[config.mk]
export PLATFORM = sky130hd
export DESIGN_NAME = cmc_config_regs
export DESIGN_NICKNAME = d
export VERILOG_FILES = /design/src/core/cmc_pkg.sv /design/src/core/cmc_config_regs.sv /design/src/core/cmc_temp_calc.sv /design/src/core/cmc_remote_ctl.sv
export SDC_FILE = /design/constraint.sdc
export NUM_CORES = 1
export LEC_CHECK = 0
export ABC_AREA = 1
export CAP_MARGIN = 20
export CORE_MARGIN = 2
export CORE_UTILIZATION = 42
export CTS_BUF_LIST = sky130_fd_sc_hd__clkbuf_4 sky130_fd_sc_hd__clkbuf_8
export CTS_CLUSTER_DIAMETER = 30
export DETAILED_ROUTE_END_ITERATION = 16
export DONT_BUFFER_PORTS = 1
export PLACE_DENSITY_LB_ADDON = 0.08
export SYNTH_ARGS = -nofsm -noshare
export SYNTH_HDL_FRONTEND = slang
export SYNTH_SLANG_ARGS = --single-unit
export TNS_END_PERCENT = 50
[constraint.sdc]
create_clock -name clk -period 8.1 [get_ports clk]
set_input_delay 0.81 -clock clk [delete_from_list [all_inputs] [get_ports clk]]
set_output_delay 0.81 -clock clk [all_outputs]
set_load 0.03 [all_outputs]
[src/core/cmc_pkg.sv]
// Purpose: Shared constants for the converter configuration register bank.
// Assumes: Command codes arrive already decoded from the PMBus transport.
// Notes:   Every offset, field position, reset value and code lives here.
package cmc_pkg;

  // ---------------------------------------------------------------------
  // Command codes
  // ---------------------------------------------------------------------
  localparam logic [7:0] CMD_EVENT_PTR = 8'hdb;
  localparam logic [7:0] CMD_TEMP_SEL = 8'hdc;
  localparam logic [7:0] CMD_VIN_TRIM = 8'hdd;
  localparam logic [7:0] CMD_VOUT_TRIM = 8'hde;
  localparam logic [7:0] CMD_REG_OPTS = 8'he0;
  localparam logic [7:0] CMD_INT_TOFS = 8'he1;
  localparam logic [7:0] CMD_EXT_TCAL = 8'he2;
  localparam logic [7:0] CMD_REMOTE_CFG = 8'he3;

  // ---------------------------------------------------------------------
  // Event pointer codes
  // ---------------------------------------------------------------------
  localparam logic [7:0] EVT_IDX_MAX = 8'h2f;
  localparam logic [7:0] EVT_NEWEST_LIFE = 8'hfe;
  localparam logic [7:0] EVT_CLEAR_FAULT = 8'hff;
  localparam logic [7:0] EVT_LIFE_BASE = 8'h18;
  localparam logic [7:0] EVT_FAULT_OLDEST = 8'h00;

  // ---------------------------------------------------------------------
  // Field positions
  // ---------------------------------------------------------------------
  localparam int TSEL_EXT_BIT = 0;
  localparam int OPT_PEC_BIT = 7;
  localparam int OPT_HRR_BIT = 6;
  localparam int OPT_DLS_BIT = 5;
  localparam int OPT_ARD_BIT = 3;
  localparam int OPT_DBV_BIT = 2;
  localparam logic [7:0] OPT_WRITE_MASK = 8'hec;
  localparam int RC_AND_BIT = 4;
  localparam int RC_PIN_EN_BIT = 2;
  localparam int RC_POL_BIT = 1;
  localparam int RC_QUICK_BIT = 0;
  localparam logic [7:0] RC_WRITE_MASK = 8'h17;
  localparam int TRIM_ON_MSB = 31;
  localparam int TRIM_ON_LSB = 16;
  localparam int TRIM_OFF_MSB = 15;
  localparam int TRIM_OFF_LSB = 0;
  localparam int TCAL_SLOPE_LSB = 16;
  localparam int TEMP_SLOPE_FRAC = 8;

  // ---------------------------------------------------------------------
  // Reset values
  // ---------------------------------------------------------------------
  localparam logic [7:0] RST_EVENT_PTR = 8'h00;
  localparam logic [7:0] RST_TEMP_SEL = 8'h00;
  localparam logic [31:0] RST_VIN_TRIM = 32'h0000_0000;
  localparam logic [15:0] RST_VOUT_TRIM = 16'h0000;
  localparam logic [7:0] RST_REG_OPTS = 8'h00;
  localparam logic [15:0] RST_INT_TOFS = 16'h0000;
  localparam logic [31:0] RST_EXT_TCAL = 32'h0100_0000;
  localparam logic [7:0] RST_REMOTE_CFG = 8'h00;

  // Remote on/off state.
  typedef enum logic [1:0] {
    RC_OFF = 2'b01,
    RC_ON = 2'b10
  } cmc_rc_state_t;

endpackage

[src/core/cmc_config_regs.sv]
// Purpose: Manufacturer configuration register bank of a managed converter.
// Assumes: A PMBus transport decodes each command into one cycle strobe.
// Notes:   All outputs are registered; responses come one cycle after a command.
module cmc_config_regs (
  // Clock and reset
  input wire logic clk,
  input wire logic nrst,
  // Decoded PMBus command
  input wire logic cmdValid,
  input wire logic cmdWrite,
  input wire logic [7:0] cmdCode,
  input wire logic [31:0] cmdWrData,
  input wire logic cmdPecOk,
  // Command response
  output logic rspValid,
  output logic rspNack,
  output logic [31:0] rspData,
  // Event recorder
  input wire logic [4:0] lifeRecordCount,
  output logic [7:0] eventIdx,
  output logic eventLifeSection,
  output logic [7:0] eventOffset,
  output logic faultClear,
  // Temperature
  input wire logic [15:0] intTempRaw,
  input wire logic [15:0] extAdcRaw,
  output logic useExternalSensor,
  output logic [15:0] tempReading,
  // Trims
  output logic [15:0] vinTrimOn,
  output logic [15:0] vinTrimOff,
  output logic [15:0] voutTrim,
  // Regulation options
  output logic pecRequired,
  output logic hybridRatioMode,
  output logic droopSlopeShape,
  output logic adaptiveRampLoadComp,
  output logic dynamicBusVoltageMode,
  // Remote on/off
  input wire logic primaryRemoteInput,
  input wire logic ctrlPin,
  input wire logic operationOn,
  output logic outputOn,
  output logic softStopReq,
  output logic quickOffReq
);

  // -----------------------------------------------------------------------
  // Register storage
  // -----------------------------------------------------------------------
  logic [7:0] eventPtr_reg;
  logic [7:0] tempSel_reg;
  logic [31:0] vinTrim_reg;
  logic [15:0] voutTrim_reg;
  logic [7:0] regOpts_reg;
  logic [15:0] intTempOfs_reg;
  logic [31:0] extTempCal_reg;
  logic [7:0] remoteCfg_reg;

  logic [7:0] newestLifeIdx;
  logic knownCode;
  logic pecBlocked;
  logic wrStrobe;
  logic [31:0] rdValue;

  // -----------------------------------------------------------------------
  // Command qualification
  // -----------------------------------------------------------------------
  always_comb begin
    if (cmdCode == cmc_pkg::CMD_EVENT_PTR) begin
      knownCode = 1'b1;
    end else if (cmdCode == cmc_pkg::CMD_TEMP_SEL) begin
      knownCode = 1'b1;
    end else if (cmdCode == cmc_pkg::CMD_VIN_TRIM) begin
      knownCode = 1'b1;
    end else if (cmdCode == cmc_pkg::CMD_VOUT_TRIM) begin
      knownCode = 1'b1;
    end else if (cmdCode == cmc_pkg::CMD_REG_OPTS) begin
      knownCode = 1'b1;
    end else if (cmdCode == cmc_pkg::CMD_INT_TOFS) begin
      knownCode = 1'b1;
    end else if (cmdCode == cmc_pkg::CMD_EXT_TCAL) begin
      knownCode = 1'b1;
    end else if (cmdCode == cmc_pkg::CMD_REMOTE_CFG) begin
      knownCode = 1'b1;
    end else begin
      knownCode = 1'b0;
    end
  end

  // A write without a valid checksum is refused while the check is demanded,
  // so while it is demanded a corrupted transfer cannot alter the configuration.
  assign pecBlocked = cmdWrite & regOpts_reg[cmc_pkg::OPT_PEC_BIT] & ~cmdPecOk;
  assign wrStrobe = cmdValid & cmdWrite & knownCode & ~pecBlocked;

  // -----------------------------------------------------------------------
  // Event record pointer
  // -----------------------------------------------------------------------
  // The newest life record sits just below base plus the stored count; with a count of zero it is the base itself.
  always_comb begin
    if (lifeRecordCount == 5'h00) begin
      newestLifeIdx = cmc_pkg::EVT_LIFE_BASE;
    end else begin
      newestLifeIdx = cmc_pkg::EVT_LIFE_BASE + {3'h0, lifeRecordCount} - 8'h01;
    end
  end

  always_ff @(posedge clk or negedge nrst) begin
    if (!nrst) begin
      eventPtr_reg <= cmc_pkg::RST_EVENT_PTR;
    end else if (wrStrobe && cmdCode == cmc_pkg::CMD_EVENT_PTR) begin
      if (cmdWrData[7:0] <= cmc_pkg::EVT_IDX_MAX) begin
        eventPtr_reg <= cmdWrData[7:0];
      end else if (cmdWrData[7:0] == cmc_pkg::EVT_NEWEST_LIFE) begin
        eventPtr_reg <= newestLifeIdx;
      end else if (cmdWrData[7:0] == cmc_pkg::EVT_CLEAR_FAULT) begin
        eventPtr_reg <= cmc_pkg::EVT_FAULT_OLDEST;
      end
      // Codes 48 to 253 leave the pointer as it was.
    end
  end

  always_ff @(posedge clk or negedge nrst) begin
    if (!nrst) begin
      faultClear <= 1'b0;
    end else begin
      faultClear <= wrStrobe && cmdCode == cmc_pkg::CMD_EVENT_PTR &&
                    cmdWrData[7:0] == cmc_pkg::EVT_CLEAR_FAULT;
    end
  end

  // Split the index into a section and an age offset inside that section.
  always_ff @(posedge clk or negedge nrst) begin
    if (!nrst) begin
      eventIdx <= cmc_pkg::RST_EVENT_PTR;
      eventLifeSection <= 1'b0;
      eventOffset <= 8'h00;
    end else begin
      eventIdx <= eventPtr_reg;
      if (eventPtr_reg >= cmc_pkg::EVT_LIFE_BASE) begin
        eventLifeSection <= 1'b1;
        eventOffset <= eventPtr_reg - cmc_pkg::EVT_LIFE_BASE;
      end else begin
        eventLifeSection <= 1'b0;
        eventOffset <= eventPtr_reg;
      end
    end
  end

  // -----------------------------------------------------------------------
  // Temperature sensor select and calibration
  // -----------------------------------------------------------------------
  always_ff @(posedge clk or negedge nrst) begin
    if (!nrst) begin
      tempSel_reg <= cmc_pkg::RST_TEMP_SEL;
    end else if (wrStrobe && cmdCode == cmc_pkg::CMD_TEMP_SEL) begin
      // Only the source bit is kept; the rest reads as zero.
      tempSel_reg <= {7'h00, cmdWrData[cmc_pkg::TSEL_EXT_BIT]};
    end
  end

  always_ff @(posedge clk or negedge nrst) begin
    if (!nrst) begin
      intTempOfs_reg <= cmc_pkg::RST_INT_TOFS;
    end else if (wrStrobe && cmdCode == cmc_pkg::CMD_INT_TOFS) begin
      intTempOfs_reg <= cmdWrData[15:0];
    end
  end

  always_ff @(posedge clk or negedge nrst) begin
    if (!nrst) begin
      extTempCal_reg <= cmc_pkg::RST_EXT_TCAL;
    end else if (wrStrobe && cmdCode == cmc_pkg::CMD_EXT_TCAL) begin
      extTempCal_reg <= cmdWrData;
    end
  end

  always_ff @(posedge clk or negedge nrst) begin
    if (!nrst) begin
      useExternalSensor <= 1'b0;
    end else begin
      useExternalSensor <= tempSel_reg[cmc_pkg::TSEL_EXT_BIT];
    end
  end

  cmc_temp_calc u_temp (
    .clk(clk),
    .nrst(nrst),
    .useExternal(tempSel_reg[cmc_pkg::TSEL_EXT_BIT]),
    .intOffset(intTempOfs_reg),
    .extCal(extTempCal_reg),
    .intTempRaw(intTempRaw),
    .extAdcRaw(extAdcRaw),
    .tempOut(tempReading)
  );

  // -----------------------------------------------------------------------
  // Voltage trims
  // -----------------------------------------------------------------------
  always_ff @(posedge clk or negedge nrst) begin
    if (!nrst) begin
      vinTrim_reg <= cmc_pkg::RST_VIN_TRIM;
    end else if (wrStrobe && cmdCode == cmc_pkg::CMD_VIN_TRIM) begin
      vinTrim_reg <= cmdWrData;
    end
  end

  always_ff @(posedge clk or negedge nrst) begin
    if (!nrst) begin
      voutTrim_reg <= cmc_pkg::RST_VOUT_TRIM;
    end else if (wrStrobe && cmdCode == cmc_pkg::CMD_VOUT_TRIM) begin
      voutTrim_reg <= cmdWrData[15:0];
    end
  end

  always_ff @(posedge clk or negedge nrst) begin
    if (!nrst) begin
      vinTrimOn <= 16'h0000;
      vinTrimOff <= 16'h0000;
      voutTrim <= 16'h0000;
    end else begin
      vinTrimOn <= vinTrim_reg[cmc_pkg::TRIM_ON_MSB:cmc_pkg::TRIM_ON_LSB];
      vinTrimOff <= vinTrim_reg[cmc_pkg::TRIM_OFF_MSB:cmc_pkg::TRIM_OFF_LSB];
      voutTrim <= voutTrim_reg;
    end
  end

  // -----------------------------------------------------------------------
  // Regulation options
  // -----------------------------------------------------------------------
  always_ff @(posedge clk or negedge nrst) begin
    if (!nrst) begin
      regOpts_reg <= cmc_pkg::RST_REG_OPTS;
    end else if (wrStrobe && cmdCode == cmc_pkg::CMD_REG_OPTS) begin
      // Reserved bits 1:0 and unused bit 4 are never stored.
      regOpts_reg <= cmdWrData[7:0] & cmc_pkg::OPT_WRITE_MASK;
    end
  end

  always_ff @(posedge clk or negedge nrst) begin
    if (!nrst) begin
      pecRequired <= 1'b0;
      hybridRatioMode <= 1'b0;
      droopSlopeShape <= 1'b0;
      adaptiveRampLoadComp <= 1'b0;
      dynamicBusVoltageMode <= 1'b0;
    end else begin
      pecRequired <= regOpts_reg[cmc_pkg::OPT_PEC_BIT];
      hybridRatioMode <= regOpts_reg[cmc_pkg::OPT_HRR_BIT];
      droopSlopeShape <= regOpts_reg[cmc_pkg::OPT_DLS_BIT];
      adaptiveRampLoadComp <= regOpts_reg[cmc_pkg::OPT_ARD_BIT];
      dynamicBusVoltageMode <= regOpts_reg[cmc_pkg::OPT_DBV_BIT];
    end
  end

  // -----------------------------------------------------------------------
  // Remote on/off configuration
  // -----------------------------------------------------------------------
  always_ff @(posedge clk or negedge nrst) begin
    if (!nrst) begin
      remoteCfg_reg <= cmc_pkg::RST_REMOTE_CFG;
    end else if (wrStrobe && cmdCode == cmc_pkg::CMD_REMOTE_CFG) begin
      remoteCfg_reg <= cmdWrData[7:0] & cmc_pkg::RC_WRITE_MASK;
    end
  end

  cmc_remote_ctl u_remote (
    .clk(clk),
    .nrst(nrst),
    .cfg(remoteCfg_reg),
    .remoteIn(primaryRemoteInput),
    .ctrlIn(ctrlPin),
    .opOn(operationOn),
    .outputOn(outputOn),
    .softStopReq(softStopReq),
    .quickOffReq(quickOffReq)
  );

  // -----------------------------------------------------------------------
  // Read path and response
  // -----------------------------------------------------------------------
  always_comb begin
    if (cmdCode == cmc_pkg::CMD_EVENT_PTR) begin
      rdValue = {24'h000000, eventPtr_reg};
    end else if (cmdCode == cmc_pkg::CMD_TEMP_SEL) begin
      rdValue = {24'h000000, tempSel_reg};
    end else if (cmdCode == cmc_pkg::CMD_VIN_TRIM) begin
      rdValue = vinTrim_reg;
    end else if (cmdCode == cmc_pkg::CMD_VOUT_TRIM) begin
      rdValue = {16'h0000, voutTrim_reg};
    end else if (cmdCode == cmc_pkg::CMD_REG_OPTS) begin
      rdValue = {24'h000000, regOpts_reg};
    end else if (cmdCode == cmc_pkg::CMD_INT_TOFS) begin
      rdValue = {16'h0000, intTempOfs_reg};
    end else if (cmdCode == cmc_pkg::CMD_EXT_TCAL) begin
      rdValue = extTempCal_reg;
    end else if (cmdCode == cmc_pkg::CMD_REMOTE_CFG) begin
      rdValue = {24'h000000, remoteCfg_reg};
    end else begin
      rdValue = 32'h0000_0000;
    end
  end

  // Unknown codes and unchecked writes answer with a refusal and zero data.
  always_ff @(posedge clk or negedge nrst) begin
    if (!nrst) begin
      rspValid <= 1'b0;
      rspNack <= 1'b0;
      rspData <= 32'h0000_0000;
    end else begin
      rspValid <= cmdValid;
      rspNack <= cmdValid & (~knownCode | pecBlocked);
      if (cmdValid && !cmdWrite) begin
        rspData <= rdValue;
      end else begin
        rspData <= 32'h0000_0000;
      end
    end
  end

endmodule // cmc_config_regs

[src/core/cmc_temp_calc.sv]
// Purpose: Temperature reading from the selected sensor with calibration.
// Assumes: Sensor samples come from logic on the same clock.
// Notes:   External slope is signed with TEMP_SLOPE_FRAC fraction bits.
module cmc_temp_calc (
  // Clock and reset
  input wire logic clk,
  input wire logic nrst,
  // Configuration
  input wire logic useExternal,
  input wire logic [15:0] intOffset,
  input wire logic [31:0] extCal,
  // Samples
  input wire logic [15:0] intTempRaw,
  input wire logic [15:0] extAdcRaw,
  // Result
  output logic [15:0] tempOut
);

  logic signed [32:0] extProd;
  logic signed [32:0] extScaled;
  logic [15:0] extTemp;
  logic [15:0] intTemp;

  // Internal offset is a signed count of 0.1 degC added to the raw reading.
  assign intTemp = intTempRaw + intOffset;
  // Temperature equals slope times ADC reading plus offset.
  assign extProd = $signed(extCal[31:cmc_pkg::TCAL_SLOPE_LSB]) *
                   $signed({1'b0, extAdcRaw});
  assign extScaled = extProd >>> cmc_pkg::TEMP_SLOPE_FRAC;
  assign extTemp = extScaled[15:0] + extCal[15:0];

  always_ff @(posedge clk or negedge nrst) begin
    if (!nrst) begin
      tempOut <= 16'h0000;
    end else begin
      tempOut <= useExternal ? extTemp : intTemp;
    end
  end

endmodule // cmc_temp_calc

[src/core/cmc_remote_ctl.sv]
// Purpose: Combines the remote input pin with the on/off sources.
// Assumes: remoteIn and ctrlIn are asynchronous pins; opOn is on-clock.
// Notes:   Each stop request is a one-cycle pulse at the on-to-off edge.
module cmc_remote_ctl (
  // Clock and reset
  input wire logic clk,
  input wire logic nrst,
  // Configuration
  input wire logic [7:0] cfg,
  // Sources
  input wire logic remoteIn,
  input wire logic ctrlIn,
  input wire logic opOn,
  // Results
  output logic outputOn,
  output logic softStopReq,
  output logic quickOffReq
);

  logic [1:0] remoteSync;
  logic [1:0] ctrlSync;
  logic remoteActive;
  logic onCmd;
  cmc_pkg::cmc_rc_state_t state;

  always_ff @(posedge clk or negedge nrst) begin
    if (!nrst) begin
      remoteSync <= 2'b00;
      ctrlSync <= 2'b00;
    end else begin
      remoteSync <= {remoteSync[0], remoteIn};
      ctrlSync <= {ctrlSync[0], ctrlIn};
    end
  end

  // Polarity follows the value table: 1 active high, 0 active low.
  assign remoteActive = cfg[cmc_pkg::RC_POL_BIT] ? remoteSync[1] : ~remoteSync[1];

  always_comb begin
    if (!cfg[cmc_pkg::RC_PIN_EN_BIT]) begin
      onCmd = opOn & ctrlSync[1];
    end else if (cfg[cmc_pkg::RC_AND_BIT]) begin
      onCmd = remoteActive & opOn & ctrlSync[1];
    end else begin
      onCmd = remoteActive | opOn | ctrlSync[1];
    end
  end

  always_ff @(posedge clk or negedge nrst) begin
    if (!nrst) begin
      state <= cmc_pkg::RC_OFF;
      outputOn <= 1'b0;
      softStopReq <= 1'b0;
      quickOffReq <= 1'b0;
    end else begin
      softStopReq <= 1'b0;
      quickOffReq <= 1'b0;
      case (state)
        cmc_pkg::RC_OFF: begin
          if (onCmd) begin
            state <= cmc_pkg::RC_ON;
            outputOn <= 1'b1;
          end
        end
        cmc_pkg::RC_ON: begin
          if (!onCmd) begin
            state <= cmc_pkg::RC_OFF;
            outputOn <= 1'b0;
            softStopReq <= ~cfg[cmc_pkg::RC_QUICK_BIT];
            quickOffReq <= cfg[cmc_pkg::RC_QUICK_BIT];
          end
        end
        default: begin
          state <= cmc_pkg::RC_OFF;
          outputOn <= 1'b0;
        end
      endcase
    end
  end

endmodule // cmc_remote_ctl

=== Yosys cells after proc, flatten, opt, wreduce, memory -nomap -nowiden ===
Cells that the tools add are included.

* $add $sub $neg: 5
* Multipliers: 1
* Magnitude comparators: 2
* Equal/unequal tests: 14
* Multiplexer cells: 37
* Bitwise operators: 17
* Reductions and logical operators: 15

{| class="wikitable"
|+ Operators by type and width
! operator !! count
|-
| 2-to-1 mux 32 bit || 8
|-
| equality test 8 bit (second input constant) || 10
|-
| 2-to-1 mux 8 bit || 5
|-
| adder 16 bit || 2
|-
| multiplier 16 x 17 -> 24 bit || 1
|-
| 2-to-1 mux 1 bit || 18
|-
| 2-to-1 mux 16 bit || 1
|-
| logical AND 1 bit || 10
|-
| AND 1 bit || 9
|-
| greater-or-equal comparator 8 x 5 -> 1 bit (second input constant) || 1
|-
| <= comparator 8 x 6 -> 1 bit (second input constant) || 1
|-
| subtractor 8 x 5 -> 8 bit (second input constant) || 1
|-
| subtractor 6 x 1 -> 7 bit (second input constant) || 1
|-
| adder 5 x 5 -> 6 bit (first input constant) || 1
|-
| logical NOT 5 bit || 1
|-
| 2-to-1 mux 5 bit || 1
|-
| inverter 1 bit || 5
|-
| 2-to-1 mux 2 bit || 2
|-
| one-hot mux 2 bit (2 select lines) || 1
|-
| AND reduction 2 bit || 2
|-
| bitwise OR 1 bit || 3
|-
| nonzero test 3 bit || 1
|-
| equality test 2 x 1 -> 1 bit (second input constant) || 1
|-
| equality test 2 bit (second input constant) || 1
|-
| other kinds (4) || 4
|}

* Bits in registers: 245
* Bits of input ports: 85
* Output and inout port bits: 125
* Logic and storage cells: 122

=== Depth between registers and ports, before layout ===
* Depth in word-level cells: 13
* Depth in mapped cells: 36
* Depth with buffers taken out: 34

=== Cells and area by module ===
A second synthesis with hierarchy kept.

* Cells, all modules: 2278
* Area total of the unflattened synthesis: 18342.6 sq um

{| class="wikitable"
|+ By module, submodules not included
! module !! instances !! cells each !! area an instance (sq um) !! seq. area each (sq um)
|-
| cmc_temp_calc || 1 || 1354 || 9576.7 || 400.4
|-
| cmc_config_regs || 1 || 894 || 8464.4 || 5431.5
|-
| cmc_remote_ctl || 1 || 30 || 301.5 || 201.4
|}

=== Least setup slack after synthesis ===
No wires, ideal clock.

* Path kind: in2reg
* From: input port extAdcRaw[9]
* To: register u_temp.tempOut[15]
* Library setup time: 0.120 ns
* Data arrival time: 7.027 ns
* Data required time: 7.980 ns
* Slack: 0.952 ns
* Stages on the path: 32
* Buffers on the path: 2
* Cells stage by stage: clkbuf_1 -> clkbuf_1 -> nand2_1 -> fa_1 -> fa_1 -> fa_1 -> fa_1 -> inv_1 -> fa_1 -> inv_1 -> fa_1 -> inv_1 -> ha_1 -> a21oi_1 -> inv_1 -> a21oi_1 -> o21ai_0 -> a21oi_1 -> o21ai_0 -> xor2_1 -> ha_1 -> nand2_1 -> nor2_1 -> nand3_1 -> nand3_1 -> nand2_1 -> nand2_1 -> nand2_1 -> o21ai_0 -> nand3_1 -> nand3_1 -> nand2_1

* Longest elaborated chain between the ends: 3

{| class="wikitable"
|+ RTL lines
! item !! RTL line !! RTL
|-
| start, declared || cmc_config_regs.sv:26 || <nowiki>input wire logic [15:0] extAdcRaw,</nowiki>
|-
| multiplier 16 x 17 -> 24 bit || cmc_temp_calc.sv:27 || <nowiki>assign extProd = $signed(extCal[31:cmc_pkg::TCAL_SLOPE_LSB]) *</nowiki>
|-
| adder 16 bit || cmc_temp_calc.sv:30 || <nowiki>assign extTemp = extScaled[15:0] + extCal[15:0];</nowiki>
|-
| 2-to-1 mux 16 bit || cmc_temp_calc.sv:36 || <nowiki>tempOut <= useExternal ? extTemp : intTemp;</nowiki>
|-
| end signal, assigned || cmc_temp_calc.sv:36 ||
|-
| end, declared || cmc_temp_calc.sv:16 || <nowiki>output logic [15:0] tempOut</nowiki>
|}

No other way between the ends.
A chain may end at the register's enable or synchronous reset.

=== Worst setup path in the final report ===
* From: register extTempCal_reg[18]
* To: register u_temp.tempOut[15]

* Longest elaborated chain between the ends: 3

{| class="wikitable"
|+ RTL lines
! item !! RTL line !! RTL
|-
| start, declared || cmc_config_regs.sv:57 || <nowiki>logic [31:0] extTempCal_reg;</nowiki>
|-
| start signal, assigned || cmc_config_regs.sv:172 || <nowiki>extTempCal_reg <= cmc_pkg::RST_EXT_TCAL;</nowiki>
|-
| start signal, assigned || cmc_config_regs.sv:174 || <nowiki>extTempCal_reg <= cmdWrData;</nowiki>
|-
| multiplier 16 x 17 -> 24 bit || cmc_temp_calc.sv:27 ||
|-
| adder 16 bit || cmc_temp_calc.sv:30 ||
|-
| 2-to-1 mux 16 bit || cmc_temp_calc.sv:36 ||
|}

No other way between the ends.

==> metrics.md <==
| Metric | Value |
|---|---|
| Clock power frac | 56.2% |
| Pin count of the biggest net entering global routing | 240 |
| Mux contribution to synthesized area | 0% |
| Chip width | 210.6 um |
| Initial antenna violation count | 3 |
| Simple-Gate Fraction of Synth Area | 16.36% |
| Startpoint class of the critical path | register |
| VDD IR max | 0.1557 mV |
| CP arrival | 7750 ps |
| Gpl congestion | 0.9164 |
| Longest Clk Path Bufs | 3 |
| Final Non-Filler Cells | 2744 |
| Outcome | completed |
| CTS buffer count | 56 |
| Routed Antenna Nets | 0 |
| Routed length per instance | 18.84 um |
| Initial DRT Pass Iterations | 7 |
| Syn_nets | 2532 |
| Initial DRC Count | 900 |
| Hold Fails Final Rpt | 0 |
| GRT Overall Usage | 24.17% |
| Worst Clk Skew | 52.33 ps |
| Post-Synth XOR/XNOR Area | 1.319% |
| Slowest cell on the critical path | dfrtp_1 |
| Core area | 42040 um2 |
| RSZ-0062 raised after global routing | false |
| Die area | 44370 um2 |
| Sequential area share after synthesis | 33.64% |
| Complex-gate fraction of the synthesized area | 10.10% |
| Combinational Power Share | 2.7% |
| H-Tree Depth | 2 |
| Inst Count DP | 2635 |
| CP required | 8620 ps |
| Largest stage delay on the critical path | 810 ps |
| Net Switching | 0.6865 mW |
| Achievable Freq | 138.3 MHz |
| Reg clk slew, reported paths | 50 ps |
| # DRC | 0 |
| Buffers added on ports | 0 |
| Layout cell share with drive strength beyond 1 | 6.582% |
| Total Nets Final | 2523 |
| Post-synthesis adder-cell area fraction | 26.72% |
| Boundary Pins | 210 |
| Crit path capture type | register |
| Area growth syn-to-layout | 10.49% |
| Period utilisation layout | 89.24% |
| Cell Rows | 75 |
| Via count | 13.83k |
| CTS tree | yes |
| Die Y | 210.6 um |
| Sw Ratio | 23.20% |
| Gate Count Post-Synth | 2166 |
| Combinational family with the most area after synthesis | adder cells |
| Relative slew slack | 19.81% |
| Pins Over Slew Limit | 0 |
| Synth Cell Area | 17930 um2 |
| Crit path max fanout | 18 |
| Library cells used by synthesis | 48 |
| Tmin final | 7229 ps |
| Post-DP HPWL | 39.78 mm |
| PwrDens | 149.4 nW/um2 |
| Drt total wl | 51.70 mm |
| Synth async-reset ratio | 100.0% |
| Total global routing overflow | 0 |
| Number of synthesized flops with an enable pin | 0 |
| Via density per instance | 5.041 |
| P_int | 2.273 mW |
| Clock insertion delay at the later pin of the skew report | 630 ps |
| Worst Hold Class | input port to async pin |
| Clk sink count | 241 |
| Slew @ Worst Pin | 1203 ps |
| Starting Density | 42.66% |
| Yosys warning count | 0 |
| Final number of setup-violating endpoints | 0 |
| Most common flop cell mapped by yosys | dfrtp_1 |
| Vias in the first global route | 14.26k |
| Flip-flop and latch count after synthesis | 241 |
| Max-cap violations | 0 |
| CP Class | register to register |
| First-pass GRT wire length | 81.78 mm |
| Root buffer cell | clkbuf_8 |
| Post-synthesis average cell area | 8.280 um2 |
| Pleak | 10.89 nW |
| Sequential power share | 41.2% |
| Setup TNS | 0 ps |
cell usage after synthesis, drive strengths merged, types with 13 or more instances:
master  number  area, um2
a21oi       90      461.7
buf         13      73.82
clkbuf      70      262.8
dfrtp      239       5981
fa         170       3403
ha         111       1389
inv        477       1790
nand2      570       2150
nand3       53      270.3
nor2        81      324.1
o21ai      164      824.5
xor2        18      157.7
worst max-delay path, delay by kind of cell, from the launching register on:
kind | cells | cell delay [ps]
adders and majority gates | 8 | 3750
AOI/OAI and AO/OA | 6 | 1090
and+or+nand+nor | 11 | 1090
DFF | 1 | 810
buffers and inverters | 4 | 200
xor gates and xnor gates | 1 | 200
kinds of logic (layout without fill, tap and decap cells):
| kind of cell | Yosys count | after routing |
|---|---|---|
| adders and majority gates | 281 | 281 |
| xor gates and xnor gates | 27 | 27 |
| DFF | 241 | 241 |
| AOI/OAI and AO/OA | 324 | 324 |
| other | 0 | 2 |
| and+or+nand+nor | 733 | 733 |
| buffers and inverters | 560 | 597 |
final timing paths:
check | start | endpoint | slack (ps) | cells past startpoint
setup / recovery | extTempCal_reg[18]$_DFFE_PN0P_ | u_temp.tempOut[15]$_DFF_PN0_ | 870 | 30
hold / removal | nrst | extTempCal_reg[24]$_DFFE_PN1P_ | 50 | 0
setup reg to reg | extTempCal_reg[18]$_DFFE_PN0P_ | u_temp.tempOut[15]$_DFF_PN0_ | 870 | 30
hold reg to reg | u_remote.ctrlSync[0]$_DFF_PN0_ | u_remote.ctrlSync[1]$_DFF_PN0_ | 350 | 0
max in group asynchronous | nrst | extTempCal_reg[22]$_DFFE_PN0P_ | 6900 | 1
min in group clk | cmdValid | rspValid$_DFF_PN0_ | 220 | 0
power by group through the flow:
stage | logic (mW) | registers [mW] | clock network [mW]
floorplan | 0.0510 | 1.24 | 0
global placement | 0.0556 | 1.24 | 0
detailed placement | 0.0561 | 1.24 | 0
CTS | 0.0821 | 1.22 | 1.70
global route | 0.0926 | 1.22 | 1.76
finish | 0.0795 | 1.22 | 1.66
routing by layer:
layer	global-route usage [%]	up-vias	share of wire, %	routed length, um
met1	33.74	6722	45	23160
met5	0	-	0	0
met2	36.34	436	44	22860
met3	6.973	79	8.4	4323
met4	7.746	0	2.6	1352
li1	-	6596	-	-
metrics by stage:
stage	hold WS, ps	instance area, um2	power (mW)	setup WS [ps]	utilization [%]
global placement	335.4	18380	1.294	955.8	43.71
CTS	7.101	19760	2.997	852.5	47.01
global route	14.62	19820	3.069	262.2	47.13
finish	51.84	19820	2.959	871.4	47.13
detailed placement	334.7	18380	1.295	839.1	43.71
floorplan	331.2	17930	1.288	952.0	-
placed cells by master (no fill, tap or decap), types with 6 or more instances in the layout:
cell	instances
nand2_1	566
nand3_1	52
clkbuf_8	65
a21oi_1	89
or2_2	6
dfrtp_1	239
ha_1	111
nor3_1	6
a32oi_1	8
a21o_1	8
nor2_1	77
inv_1	473
xnor2_1	9
a31oi_1	6
clkinvlp_4	6
o22ai_1	12
buf_4	13
o21a_1	12
bufinv_16	9
clkinv_2	16
fa_1	170
xor2_1	18
nand4_1	7
o21ai_0	132
o21ai_1	31
repair_timing:
| action | 4_1_cts | 5_1_grt |
|---|---|---|
| endpoints found under the hold margin | 239 | 0 |
| gates resized for setup | 0 | 0 |
| hold buffers | 1 | 0 |
| setup buffers | 0 | 0 |
area by class of cell:
class | count | area, um2
Antenna cell | 2 | 5.005
Clock buffer | 67 | 909.6
Clock inverter | 37 | 450.4
Fill cell | 4171 | 22230
Inverter | 477 | 1790
Multi-Input combinational cell | 1365 | 9779
Sequential cell | 241 | 6033
Tap cell | 539 | 674.4
Timing Repair Buffer | 16 | 172.7
(Power assumes the default switching activity.)
